**config.mk**
```make
export PLATFORM = sky130hd
export DESIGN_NAME = rx_timeslot_port_alloc
export DESIGN_NICKNAME = d
export VERILOG_FILES = /design/src/inc/rx_slot_alloc_pkg.sv /design/src/hdl/rx_slot_window.sv /design/src/hdl/rx_timeslot_port_alloc.sv
export SDC_FILE = /design/constraint.sdc
export NUM_CORES = 2
export LEC_CHECK = 0
export BUFFER_PORTS_ARGS = -buffer_cell sky130_fd_sc_hd__buf_2
export CELL_PAD_IN_SITES_DETAIL_PLACEMENT = 1
export CELL_PAD_IN_SITES_GLOBAL_PLACEMENT = 1
export CORE_MARGIN = 3
export CORE_UTILIZATION = 42
export CTS_CLUSTER_DIAMETER = 80
export CTS_CLUSTER_SIZE = 30
export DETAILED_ROUTE_END_ITERATION = 8
export GPL_TIMING_DRIVEN = 1
export PLACE_DENSITY_LB_ADDON = 0.1
export SYNTH_ARGS = -nofsm -noshare
export SYNTH_HDL_FRONTEND = slang
export SYNTH_SLANG_ARGS = --single-unit
```
**constraint.sdc**
```tcl
create_clock -name i_ref_clk -period 6.5 [get_ports i_ref_clk]
set_clock_uncertainty 0.15 [all_clocks]
set_input_delay 0.975 -clock i_ref_clk [delete_from_list [all_inputs] [get_ports i_ref_clk]]
set_output_delay 0.975 -clock i_ref_clk [all_outputs]
set_load 0.05 [all_outputs]
```
**src/inc/rx_slot_alloc_pkg.sv**
```systemverilog
// Constants and carriers for the receive port/time-slot allocation bank.
// Assumes a single 125 MHz clock and a plain strobe register port.
package rx_slot_alloc_pkg;
  localparam int unsigned NUM_PORTS   = 32;
  localparam int unsigned NUM_GROUPS  = 32;
  localparam int unsigned PORT_IDX_W  = 5;
  localparam int unsigned PTR_W       = 13;
  localparam int unsigned LEN_W       = 6;
  localparam int unsigned ADDR_W      = 12;
  localparam int unsigned DATA_W      = 32;
  localparam int unsigned DS0_PORTS   = 12;

  // Bank bases (byte addresses); each bank holds one word per index
  localparam logic [ADDR_W-1:0] SLOT_PTR_BASE   = 12'h000;
  localparam logic [ADDR_W-1:0] GROUP_PTR_BASE  = 12'h100;
  localparam logic [ADDR_W-1:0] GROUP_STATE_BASE = 12'h200;
  localparam logic [ADDR_W-1:0] PORT_CFG_BASE   = 12'h300;
  localparam logic [ADDR_W-1:0] BANK_MASK       = 12'hf00;
  localparam logic [1:0]        WORD_ALIGN      = 2'h0;
  localparam int unsigned       BANK_LSB        = 8;

  // Slot pointer allocation word
  localparam int unsigned LAST_PTR_LSB  = 16;
  localparam int unsigned FIRST_PTR_LSB = 0;
  // Group pointer word
  localparam int unsigned GRP_FIRST_LSB = 6;
  localparam int unsigned GRP_LEN_LSB   = 0;
  // Group state word
  localparam int unsigned GRP_STATE_LSB = 0;
  // Port configuration word
  localparam int unsigned GLOBAL_FRAME_SYNC_EDGE_BIT = 14;
  localparam int unsigned PORT_ON_BIT    = 13;
  localparam int unsigned KIND_LSB       = 9;
  localparam int unsigned SYNC_EDGE_BIT  = 5;
  localparam int unsigned DATA_EDGE_BIT  = 4;
  localparam int unsigned OOF_EDGE_BIT   = 3;
  localparam int unsigned OOF_ABT_BIT    = 2;
  localparam int unsigned OOF_IEN_BIT    = 1;
  localparam int unsigned COFA_IEN_BIT   = 0;

  localparam logic [DATA_W-1:0] ZERO_WORD = 32'h0000_0000;
  localparam logic [PTR_W-1:0]  ONE_PTR   = 13'h0001;

  typedef enum logic [2:0] {
    KIND_UNCHAN  = 3'h0,
    KIND_T1      = 3'h1,
    KIND_NX2     = 3'h2,
    KIND_NX3     = 3'h3,
    KIND_NX4     = 3'h4,
    KIND_NXN     = 3'h5,
    KIND_SLOTBUS = 3'h6,
    KIND_RSVD    = 3'h7
  } rx_port_kind_t;

  typedef enum logic [1:0] {
    GRP_DISABLED = 2'h0,
    GRP_ENABLED  = 2'h1,
    GRP_POLLING  = 2'h2,
    GRP_RSVD     = 2'h3
  } group_state_t;

  typedef struct packed {
    logic [PTR_W-1:0] rx_last_slot_pointer;
    logic [PTR_W-1:0] rx_first_slot_pointer;
  } slot_alloc_t;

  typedef struct packed {
    logic [PTR_W-1:0] rx_group_first_slot;
    logic [LEN_W-1:0] rx_group_slot_count;
  } group_alloc_t;

  typedef struct packed {
    logic          rx_global_sync_sample_edge;
    logic          rx_port_on;
    rx_port_kind_t rx_port_kind_field;
    logic          sync_edge;
    logic          data_edge;
    logic          oof_edge;
    logic          oof_abort;
    logic          oof_irq_en;
    logic          cofa_irq_en;
  } port_cfg_t;

  // Register port request
  typedef struct packed {
    logic              wr;
    logic              rd;
    logic [ADDR_W-1:0] addr;
    logic [DATA_W-1:0] wdata;
  } reg_req_t;

  // Query from the serial interface: which port, which map entry
  typedef struct packed {
    logic [PORT_IDX_W-1:0] port;
    logic [PTR_W-1:0]      entry;
    logic                  slot_en;
    logic                  ds0;
  } slot_query_t;

  typedef struct packed {
    logic             in_port;
    logic             active;
    logic             ds0_ok;
    logic [PTR_W-1:0] slot_total;
  } slot_answer_t;
endpackage

```
**src/hdl/rx_slot_window.sv**
```systemverilog
// Decides whether a time-slot map entry belongs to a port and is live.
// Assumes the caller supplies that port's registered configuration.
`timescale 1ns/100ps
`default_nettype none
module rx_slot_window (
  input  wire rx_slot_alloc_pkg::slot_alloc_t  i_alloc,
  input  wire rx_slot_alloc_pkg::port_cfg_t    i_cfg,
  input  wire logic                            i_ds0_capable,
  input  wire rx_slot_alloc_pkg::slot_query_t  i_query,
  output rx_slot_alloc_pkg::slot_answer_t      o_answer
);
  logic [rx_slot_alloc_pkg::PTR_W-1:0] first_ptr;
  logic [rx_slot_alloc_pkg::PTR_W-1:0] last_ptr;
  logic                                unchan;

  assign first_ptr = i_alloc.rx_first_slot_pointer;
  assign last_ptr  = i_alloc.rx_last_slot_pointer;
  assign unchan    = i_cfg.rx_port_kind_field ==
                     rx_slot_alloc_pkg::KIND_UNCHAN;

  always_comb begin
    o_answer = '0;
    if (unchan) begin
      // Last pointer is free for other use in this kind
      o_answer.in_port    = i_query.entry == first_ptr;
      o_answer.slot_total = rx_slot_alloc_pkg::ONE_PTR;
    end else begin
      o_answer.in_port    = (i_query.entry >= first_ptr) &&
                            (i_query.entry <= last_ptr);
      // Count is end minus start, wrapped to pointer width
      o_answer.slot_total = last_ptr - first_ptr;
    end
    // Port enable gates every slot enable; no map contents change
    o_answer.active = o_answer.in_port && i_cfg.rx_port_on &&
                      i_query.slot_en;
    o_answer.ds0_ok = o_answer.in_port && i_query.ds0 && i_ds0_capable &&
                      (i_cfg.rx_port_kind_field ==
                       rx_slot_alloc_pkg::KIND_SLOTBUS);
  end
endmodule
`default_nettype wire

```
**src/hdl/rx_timeslot_port_alloc.sv**
```systemverilog
// Per-port receive allocation bank: slot pointers, group pointers,
// group states and port configuration, plus a slot membership query.
// Assumes one clock, and a register master that never overlaps strobes.
`timescale 1ns/100ps
`default_nettype none
// Notes on behaviour
// Each of 32 ports owns one slot pointer word: start and end.
// Slots allocated to a port equal end pointer minus start pointer.
// Software sets unchannelized kind when both pointers are equal.
// Software sets kind 5, or 1 for T1, for two or more slots.
// Slot bus ports need over eight slots and the slot bus kind.
// Unchannelized ports use only the start entry; end pointer ignored.
// Slot word: end pointer 28:16, start pointer 12:0, rest reserved.
// Group word bits 18:6 hold the group's first map location.
// Group word bits 5:0 hold slot count minus one.
// Software zeroes group states of a port before enabling it.
// One state word per group at state base plus group number.
// State field 1:0: disabled, enabled, polling, reserved; device updates.
// Each port has one receive configuration word.
// Port enable clear makes all its slots inactive; descriptors untouched.
// With port enabled, slot active only if its own enable set.
// Kind field 11:9: unchannelized, T1, Nx64 variants, slot bus.
// Kind 6 is slot bus; first twelve ports may extract DS0.
// Reserved bits are ignored by the device and read as zero.
module rx_timeslot_port_alloc (
  input  wire logic                                i_ref_clk,
  input  wire logic                                i_arst_n,
  input  wire logic [rx_slot_alloc_pkg::ADDR_W-1:0] i_addr,
  input  wire logic [rx_slot_alloc_pkg::DATA_W-1:0] i_wdata,
  input  wire logic                                i_wr,
  input  wire logic                                i_rd,
  output logic [rx_slot_alloc_pkg::DATA_W-1:0]      o_rdata,
  input  wire rx_slot_alloc_pkg::slot_query_t       i_query,
  output rx_slot_alloc_pkg::slot_answer_t           o_answer,
  input  wire logic                                i_grp_upd,
  input  wire logic [rx_slot_alloc_pkg::PORT_IDX_W-1:0] i_grp_idx,
  input  wire rx_slot_alloc_pkg::group_state_t      i_grp_state,
  output rx_slot_alloc_pkg::group_alloc_t           o_grp_alloc,
  output rx_slot_alloc_pkg::group_state_t           o_grp_state,
  output logic [rx_slot_alloc_pkg::NUM_PORTS-1:0]   o_port_on
);
  localparam int unsigned NP = rx_slot_alloc_pkg::NUM_PORTS;
  localparam int unsigned NG = rx_slot_alloc_pkg::NUM_GROUPS;
  localparam int unsigned IW = rx_slot_alloc_pkg::PORT_IDX_W;

  typedef enum logic [1:0] {
    BANK_SLOT  = 2'h0,
    BANK_GRP   = 2'h1,
    BANK_STATE = 2'h3,
    BANK_CFG   = 2'h2
  } bank_t;

  rx_slot_alloc_pkg::slot_alloc_t  slot_reg  [NP];
  rx_slot_alloc_pkg::group_alloc_t grp_reg   [NG];
  rx_slot_alloc_pkg::group_state_t state_reg [NG];
  rx_slot_alloc_pkg::port_cfg_t    cfg_reg   [NP];
  logic [rx_slot_alloc_pkg::DATA_W-1:0] rdata_next;
  logic [rx_slot_alloc_pkg::DATA_W-1:0] rdata_reg;
  logic                                 hit;
  bank_t                                bank;
  logic [IW-1:0]                        idx;

  // Decode one access into bank and word index; returns hit
  function automatic logic decode(
    input  logic [rx_slot_alloc_pkg::ADDR_W-1:0] a,
    output bank_t                                b,
    output logic [IW-1:0]                        i
  );
    logic [rx_slot_alloc_pkg::ADDR_W-1:0] base;
    logic [rx_slot_alloc_pkg::ADDR_W-1:0] off;
    base = a & rx_slot_alloc_pkg::BANK_MASK;
    off  = a & ~rx_slot_alloc_pkg::BANK_MASK;
    i    = off[IW+1:2];
    b    = BANK_SLOT;
    decode = (a[1:0] == rx_slot_alloc_pkg::WORD_ALIGN) &&
             (off[rx_slot_alloc_pkg::BANK_LSB-1:IW+2] == '0);
    unique case (base)
      rx_slot_alloc_pkg::SLOT_PTR_BASE:    b = BANK_SLOT;
      rx_slot_alloc_pkg::GROUP_PTR_BASE:   b = BANK_GRP;
      rx_slot_alloc_pkg::GROUP_STATE_BASE: b = BANK_STATE;
      rx_slot_alloc_pkg::PORT_CFG_BASE:    b = BANK_CFG;
      default:                             decode = 1'b0;
    endcase
  endfunction

  always_comb begin
    hit = decode(i_addr, bank, idx);
  end

  // Slot pointer words, one per port
  always_ff @(posedge i_ref_clk or negedge i_arst_n) begin
    if (!i_arst_n) begin
      for (int p = 0; p < NP; p++) begin
        slot_reg[p] <= '0;
      end
    end else if (i_wr && hit && bank == BANK_SLOT) begin
      slot_reg[idx].rx_last_slot_pointer <= i_wdata[
        rx_slot_alloc_pkg::LAST_PTR_LSB +: rx_slot_alloc_pkg::PTR_W];
      slot_reg[idx].rx_first_slot_pointer <= i_wdata[
        rx_slot_alloc_pkg::FIRST_PTR_LSB +: rx_slot_alloc_pkg::PTR_W];
    end
  end

  // Group pointer words
  always_ff @(posedge i_ref_clk or negedge i_arst_n) begin
    if (!i_arst_n) begin
      for (int g = 0; g < NG; g++) begin
        grp_reg[g] <= '0;
      end
    end else if (i_wr && hit && bank == BANK_GRP) begin
      grp_reg[idx].rx_group_first_slot <= i_wdata[
        rx_slot_alloc_pkg::GRP_FIRST_LSB +: rx_slot_alloc_pkg::PTR_W];
      grp_reg[idx].rx_group_slot_count <= i_wdata[
        rx_slot_alloc_pkg::GRP_LEN_LSB +: rx_slot_alloc_pkg::LEN_W];
    end
  end

  // Group states: the receive engine's update wins over a software write
  // to the same word, so an internal transition is never lost.
  always_ff @(posedge i_ref_clk or negedge i_arst_n) begin
    if (!i_arst_n) begin
      for (int g = 0; g < NG; g++) begin
        state_reg[g] <= rx_slot_alloc_pkg::GRP_DISABLED;
      end
    end else begin
      if (i_wr && hit && bank == BANK_STATE) begin
        state_reg[idx] <= rx_slot_alloc_pkg::group_state_t'(
          i_wdata[rx_slot_alloc_pkg::GRP_STATE_LSB +: 2]);
      end
      if (i_grp_upd) begin
        state_reg[i_grp_idx] <= i_grp_state;
      end
    end
  end

  // Port configuration words
  always_ff @(posedge i_ref_clk or negedge i_arst_n) begin
    if (!i_arst_n) begin
      for (int p = 0; p < NP; p++) begin
        cfg_reg[p] <= '0;
      end
    end else if (i_wr && hit && bank == BANK_CFG) begin
      cfg_reg[idx].rx_global_sync_sample_edge <=
        i_wdata[rx_slot_alloc_pkg::GLOBAL_FRAME_SYNC_EDGE_BIT];
      cfg_reg[idx].rx_port_on <= i_wdata[rx_slot_alloc_pkg::PORT_ON_BIT];
      cfg_reg[idx].rx_port_kind_field <= rx_slot_alloc_pkg::rx_port_kind_t'(
        i_wdata[rx_slot_alloc_pkg::KIND_LSB +: 3]);
      cfg_reg[idx].sync_edge   <= i_wdata[rx_slot_alloc_pkg::SYNC_EDGE_BIT];
      cfg_reg[idx].data_edge   <= i_wdata[rx_slot_alloc_pkg::DATA_EDGE_BIT];
      cfg_reg[idx].oof_edge    <= i_wdata[rx_slot_alloc_pkg::OOF_EDGE_BIT];
      cfg_reg[idx].oof_abort   <= i_wdata[rx_slot_alloc_pkg::OOF_ABT_BIT];
      cfg_reg[idx].oof_irq_en  <= i_wdata[rx_slot_alloc_pkg::OOF_IEN_BIT];
      cfg_reg[idx].cofa_irq_en <= i_wdata[rx_slot_alloc_pkg::COFA_IEN_BIT];
    end
  end

  // Read mux; reserved bits and unmapped addresses return zero
  always_comb begin
    rdata_next = rx_slot_alloc_pkg::ZERO_WORD;
    if (i_rd && hit) begin
      unique case (bank)
        BANK_SLOT: begin
          rdata_next[rx_slot_alloc_pkg::LAST_PTR_LSB +:
                     rx_slot_alloc_pkg::PTR_W] =
            slot_reg[idx].rx_last_slot_pointer;
          rdata_next[rx_slot_alloc_pkg::FIRST_PTR_LSB +:
                     rx_slot_alloc_pkg::PTR_W] =
            slot_reg[idx].rx_first_slot_pointer;
        end
        BANK_GRP: begin
          rdata_next[rx_slot_alloc_pkg::GRP_FIRST_LSB +:
                     rx_slot_alloc_pkg::PTR_W] =
            grp_reg[idx].rx_group_first_slot;
          rdata_next[rx_slot_alloc_pkg::GRP_LEN_LSB +:
                     rx_slot_alloc_pkg::LEN_W] =
            grp_reg[idx].rx_group_slot_count;
        end
        BANK_STATE: begin
          rdata_next[rx_slot_alloc_pkg::GRP_STATE_LSB +: 2] = state_reg[idx];
        end
        BANK_CFG: begin
          rdata_next[rx_slot_alloc_pkg::GLOBAL_FRAME_SYNC_EDGE_BIT] =
            cfg_reg[idx].rx_global_sync_sample_edge;
          rdata_next[rx_slot_alloc_pkg::PORT_ON_BIT] = cfg_reg[idx].rx_port_on;
          rdata_next[rx_slot_alloc_pkg::KIND_LSB +: 3] =
            cfg_reg[idx].rx_port_kind_field;
          rdata_next[rx_slot_alloc_pkg::SYNC_EDGE_BIT] =
            cfg_reg[idx].sync_edge;
          rdata_next[rx_slot_alloc_pkg::DATA_EDGE_BIT] =
            cfg_reg[idx].data_edge;
          rdata_next[rx_slot_alloc_pkg::OOF_EDGE_BIT] =
            cfg_reg[idx].oof_edge;
          rdata_next[rx_slot_alloc_pkg::OOF_ABT_BIT] =
            cfg_reg[idx].oof_abort;
          rdata_next[rx_slot_alloc_pkg::OOF_IEN_BIT] =
            cfg_reg[idx].oof_irq_en;
          rdata_next[rx_slot_alloc_pkg::COFA_IEN_BIT] =
            cfg_reg[idx].cofa_irq_en;
        end
      endcase
    end
  end

  always_ff @(posedge i_ref_clk or negedge i_arst_n) begin
    if (!i_arst_n) begin
      rdata_reg <= rx_slot_alloc_pkg::ZERO_WORD;
    end else begin
      rdata_reg <= rdata_next;
    end
  end

  assign o_rdata = rdata_reg;

  // Group lookup for the receive engine, indexed like the state update
  assign o_grp_alloc = grp_reg[i_grp_idx];
  assign o_grp_state = state_reg[i_grp_idx];

  genvar gp;
  generate
    for (gp = 0; gp < NP; gp++) begin : g_on
      assign o_port_on[gp] = cfg_reg[gp].rx_port_on;
    end
  endgenerate

  // DS0 extraction exists only on the low-numbered ports
  logic ds0_capable;
  assign ds0_capable = i_query.port <
                       IW'(rx_slot_alloc_pkg::DS0_PORTS);

  rx_slot_window u_window (
    .i_alloc       (slot_reg[i_query.port]),
    .i_cfg         (cfg_reg[i_query.port]),
    .i_ds0_capable (ds0_capable),
    .i_query       (i_query),
    .o_answer      (o_answer)
  );
endmodule
`default_nettype wire

```
==> results by group <==
Global routing
  • Gr ovfl total: 0
  • Initial antenna violation count: 19
  • Largest net degree at the start of global routing: 174
  • GRT Total Usage: 29.5%
  • Vias in the first global route: 66719
  • Global-route wire length before repair: 515 mm

Setup path
  • Top cell by count, worst path: buf_4
  • Kind of cell adding the most delay to the critical path: buffers and inverters
  • Kind of critical path: input pin to primary output
  • Slowest CP cell: mux4_2
  • Crit end category: primary output
  • Worst R2R Start: cfg_reg[5]
  • CP peak stage delay: 0.57 ns
  • CP bufs+invs: 5
  • Crit path cell chain: buf_8, buf_4, buf_4, mux4_2, mux4_2, mux2i_1, buf_4, ha_1, a21o_1, a21oi_1, nand2_1, nor3b_1, mux2i_1, a41oi_1, buf_2
  • Reg2reg end: o_rdata[5]
  • Worst-path fanout max: 21
  • Crit path launch: i_query[15]
  • Worst Path Required: 5.37 ns
  • End point of the critical path: o_answer[11]
  • Critical path depth: 15
  • Worst r2r path cells: 7
  • Reg-to-reg slack, setup: 3.50 ns
  • Setup crit start kind: input pin
  • CP arrival: 5.19 ns

Synth
  • Yosys reg bits: 1885
  • YS warnings: 0
  • Top post-synthesis cells by area: dfrtp_1, mux4_2, mux2_2
  • Post-Syn Area per Cell: 15.3 um2
  • Synth async-reset ratio: 100%
  • Library cells used by synthesis: 68
  • Mux cell area share after synthesis: 43.0%
  • Main combinational cell family by area after synthesis: multiplexers
  • Mapped Cells: 6509
  • Primary FF master, synth: dfrtp_1
  • Synth Area in Adders: 0.547%
  • Most frequent cell after synthesis: dfrtp_1
  • Cell area after synthesis: 99700 um2
  • Sequential cell area fraction in the yosys report: 47.3%
  • Synth Area in Simple Gates: 2.44%
  • Post-synthesis xor/xnor area fraction: 0.0351%
  • Synth area leader: dfrtp_1
  • Synth top area share: 47.3%
  • Synth cell count leaders: dfrtp_1, mux2_2, mux4_2
  • Synth Area in Compound Gates: 3.10%
  • Post-synth EDFFs: 0

Timing
  • Setup Total Neg Slack: 0 ns
  • Pins Over Slew Limit: 0
  • Worst setup margin: 0.181 ns
  • Final hold vios: 0
  • Tmin final: 6.32 ns
  • Final setup vio count: 0
  • Tightest Pin Transition: 1.25 ns
  • RSZ-0062 raised after global routing: no
  • F_max: 0.158 GHz
  • Worst slew margin: 16.6%
  • Fin crit share: 97.2%

Clock tree
  • Clk root buf: clkbuf_16
  • Post-CTS Setup Repair Bufs: 0
  • Latest clock arrival within the worst-skew pair: 0.82 ns
  • CTS tree: built
  • Total CTS buffers: 134
  • Clk slew on worst S/H paths: 0.08 ns
  • Worst-case clock buffer depth: 3
  • H-tree depth: 4
  • Clock sinks: 1885

Route
  • DR vias: 62524
  • 1st-iter DRT viols: 5013
  • WL per Instance: 37.0 um
  • DRT Pass-1 Iters: 5
  • Routed Antenna Nets: 0
  • Routed vias/inst: 6.43
  • Residual DRC count: 0
  • Detailed Route WL: 360 mm

Floorplanning
  • Initial Util: 42.3%
  • Core area: 236000 um2
  • Row cnt: 178
  • Die span in x: 493 um
  • I/O pin count: 177
  • Full die area: 243000 um2
  • Die height: 493 um

Worst hold path
  • Worst Hold Path Cells: 1
  • Hold crit path type: flop to flop

Pwr
  • Worst IR Drop VDD: 262 uV
  • Comb power frac: 9.1%
  • Pint: 17100 uW
  • Power density over the cells: 216 nW/um2
  • Leakage: 0.0494 uW
  • Switching Power: 6520 uW
  • Clock power frac: 40.0%
  • Flop pwr share: 50.8%
  • Sw Ratio: 27.6%

Layout
  • Max FFs per register: 832
  • Share of cells above drive strength 1: 54.5%
  • Nets@finish: 6583
  • Area Growth Syn to Fin: 9.58%

Place
  • Pre-CTS setup slack: 0.185 ns
  • DPL Wire Length: 222 mm
  • PortBufs: 170
  • Routability cong.: 0.812

Flow run
  • Max Cap Violations: 0

Status
  • Status: complete, no violations
-- metal layers --
metal / global-route usage, % / routed length [um] / share of wire [%] / vias up
met5: 0 / 34 / 0.0095 / -
met4: 9.51 / 13400 / 3.7 / 6
met3: 3.79 / 18000 / 5.0 / 533
met2: 48.6 / 175000 / 49 / 1840
met1: 40.8 / 154000 / 43 / 35149
li1: - / - / - / 24996
-- logic make-up after synthesis --
logic type      count (synthesis)
fa+ha+maj                      43
xor+xnor                        4
other cells                     1
flops                        1885
mux                          2897
simple gates                  509
compound gates                469
buf+inv                       701
-- stage by stage --
step                hold WS (ns)  utilization [%]  instances  area, um2  power (uW)
floorplan                  0.325                -       6511      99800       13400
global placement           0.334             44.4       9477     105000       14400
detailed placement         0.340             44.4       9477     105000       14400
CTS                        0.360             46.4       9721     109000       23900
global route               0.368             46.4       9722     109000       24500
finish                     0.355             46.4       9727     109000       23600
-- cell type report --
cell class | instances | area, um2
flip-flops and latches | 1885 | 47200
inverters | 22 | 82.6
clock inverters | 93 | 1140
well taps | 3150 | 3940
diodes | 6 | 15.0
multi-input cells | 3925 | 49500
clock buffers | 150 | 3580
fillers | 22818 | 126000
repair buffers | 496 | 3890
-- layout by cell type (no fill, tap or decap), types with 7 or more instances in the layout --
master / n
mux2_2: 1823
o211ai_1: 8
a22oi_1: 92
clkinv_4: 11
nor4_1: 11
a21oi_1: 96
o21ai_0: 71
nor2_4: 67
dfrtp_1: 1885
inv_1: 21
nor3_1: 16
inv_8: 15
clkbuf_8: 8
buf_12: 39
nand2_1: 124
mux4_2: 924
ha_1: 41
buf_2: 149
a2111oi_0: 8
nand2b_1: 7
inv_6: 24
clkinv_2: 12
o221ai_1: 28
buf_4: 299
mux2i_1: 147
and3_1: 7
nor2b_1: 30
clkbuf_16: 139
a211oi_1: 33
bufinv_16: 7
o22ai_1: 85
clkinv_8: 7
nand3_1: 8
nor2_1: 169
nand4_1: 27
-- power by group through the flow --
stage | logic, uW | clock network (uW) | registers [uW]
finish | 2160 | 9470 | 12000
global route | 2300 | 10100 | 12000
CTS | 2180 | 9710 | 12000
detailed placement | 2180 | 0 | 12200
global placement | 2160 | 0 | 12200
floorplan | 1230 | 0 | 12200
-- what timing repair did --
action                                  4_1_cts  5_1_grt
gates resized for setup                       0        1
hold endpoints to repair                     48        0
hold buffers                                  1        0
endpoints found under the setup margin        0        3
-- worst min-delay path by stage --
| stage | from | endpoint | slack [ns] |
|---|---|---|---|
| 2_1_floorplan | cfg_reg[143] | cfg_reg[143] | 0.33 |
| 3_3_place_gp | cfg_reg[11] | cfg_reg[11] | 0.33 |
| 3_5_place_dp | cfg_reg[146] | cfg_reg[146] | 0.34 |
| 4_1_cts | cfg_reg[264] | cfg_reg[264] | 0.36 |
| 5_1_grt | cfg_reg[146] | cfg_reg[146] | 0.37 |
| 6_report | cfg_reg[146] | cfg_reg[146] | 0.36 |
Power figures use the tool's default switching activity.
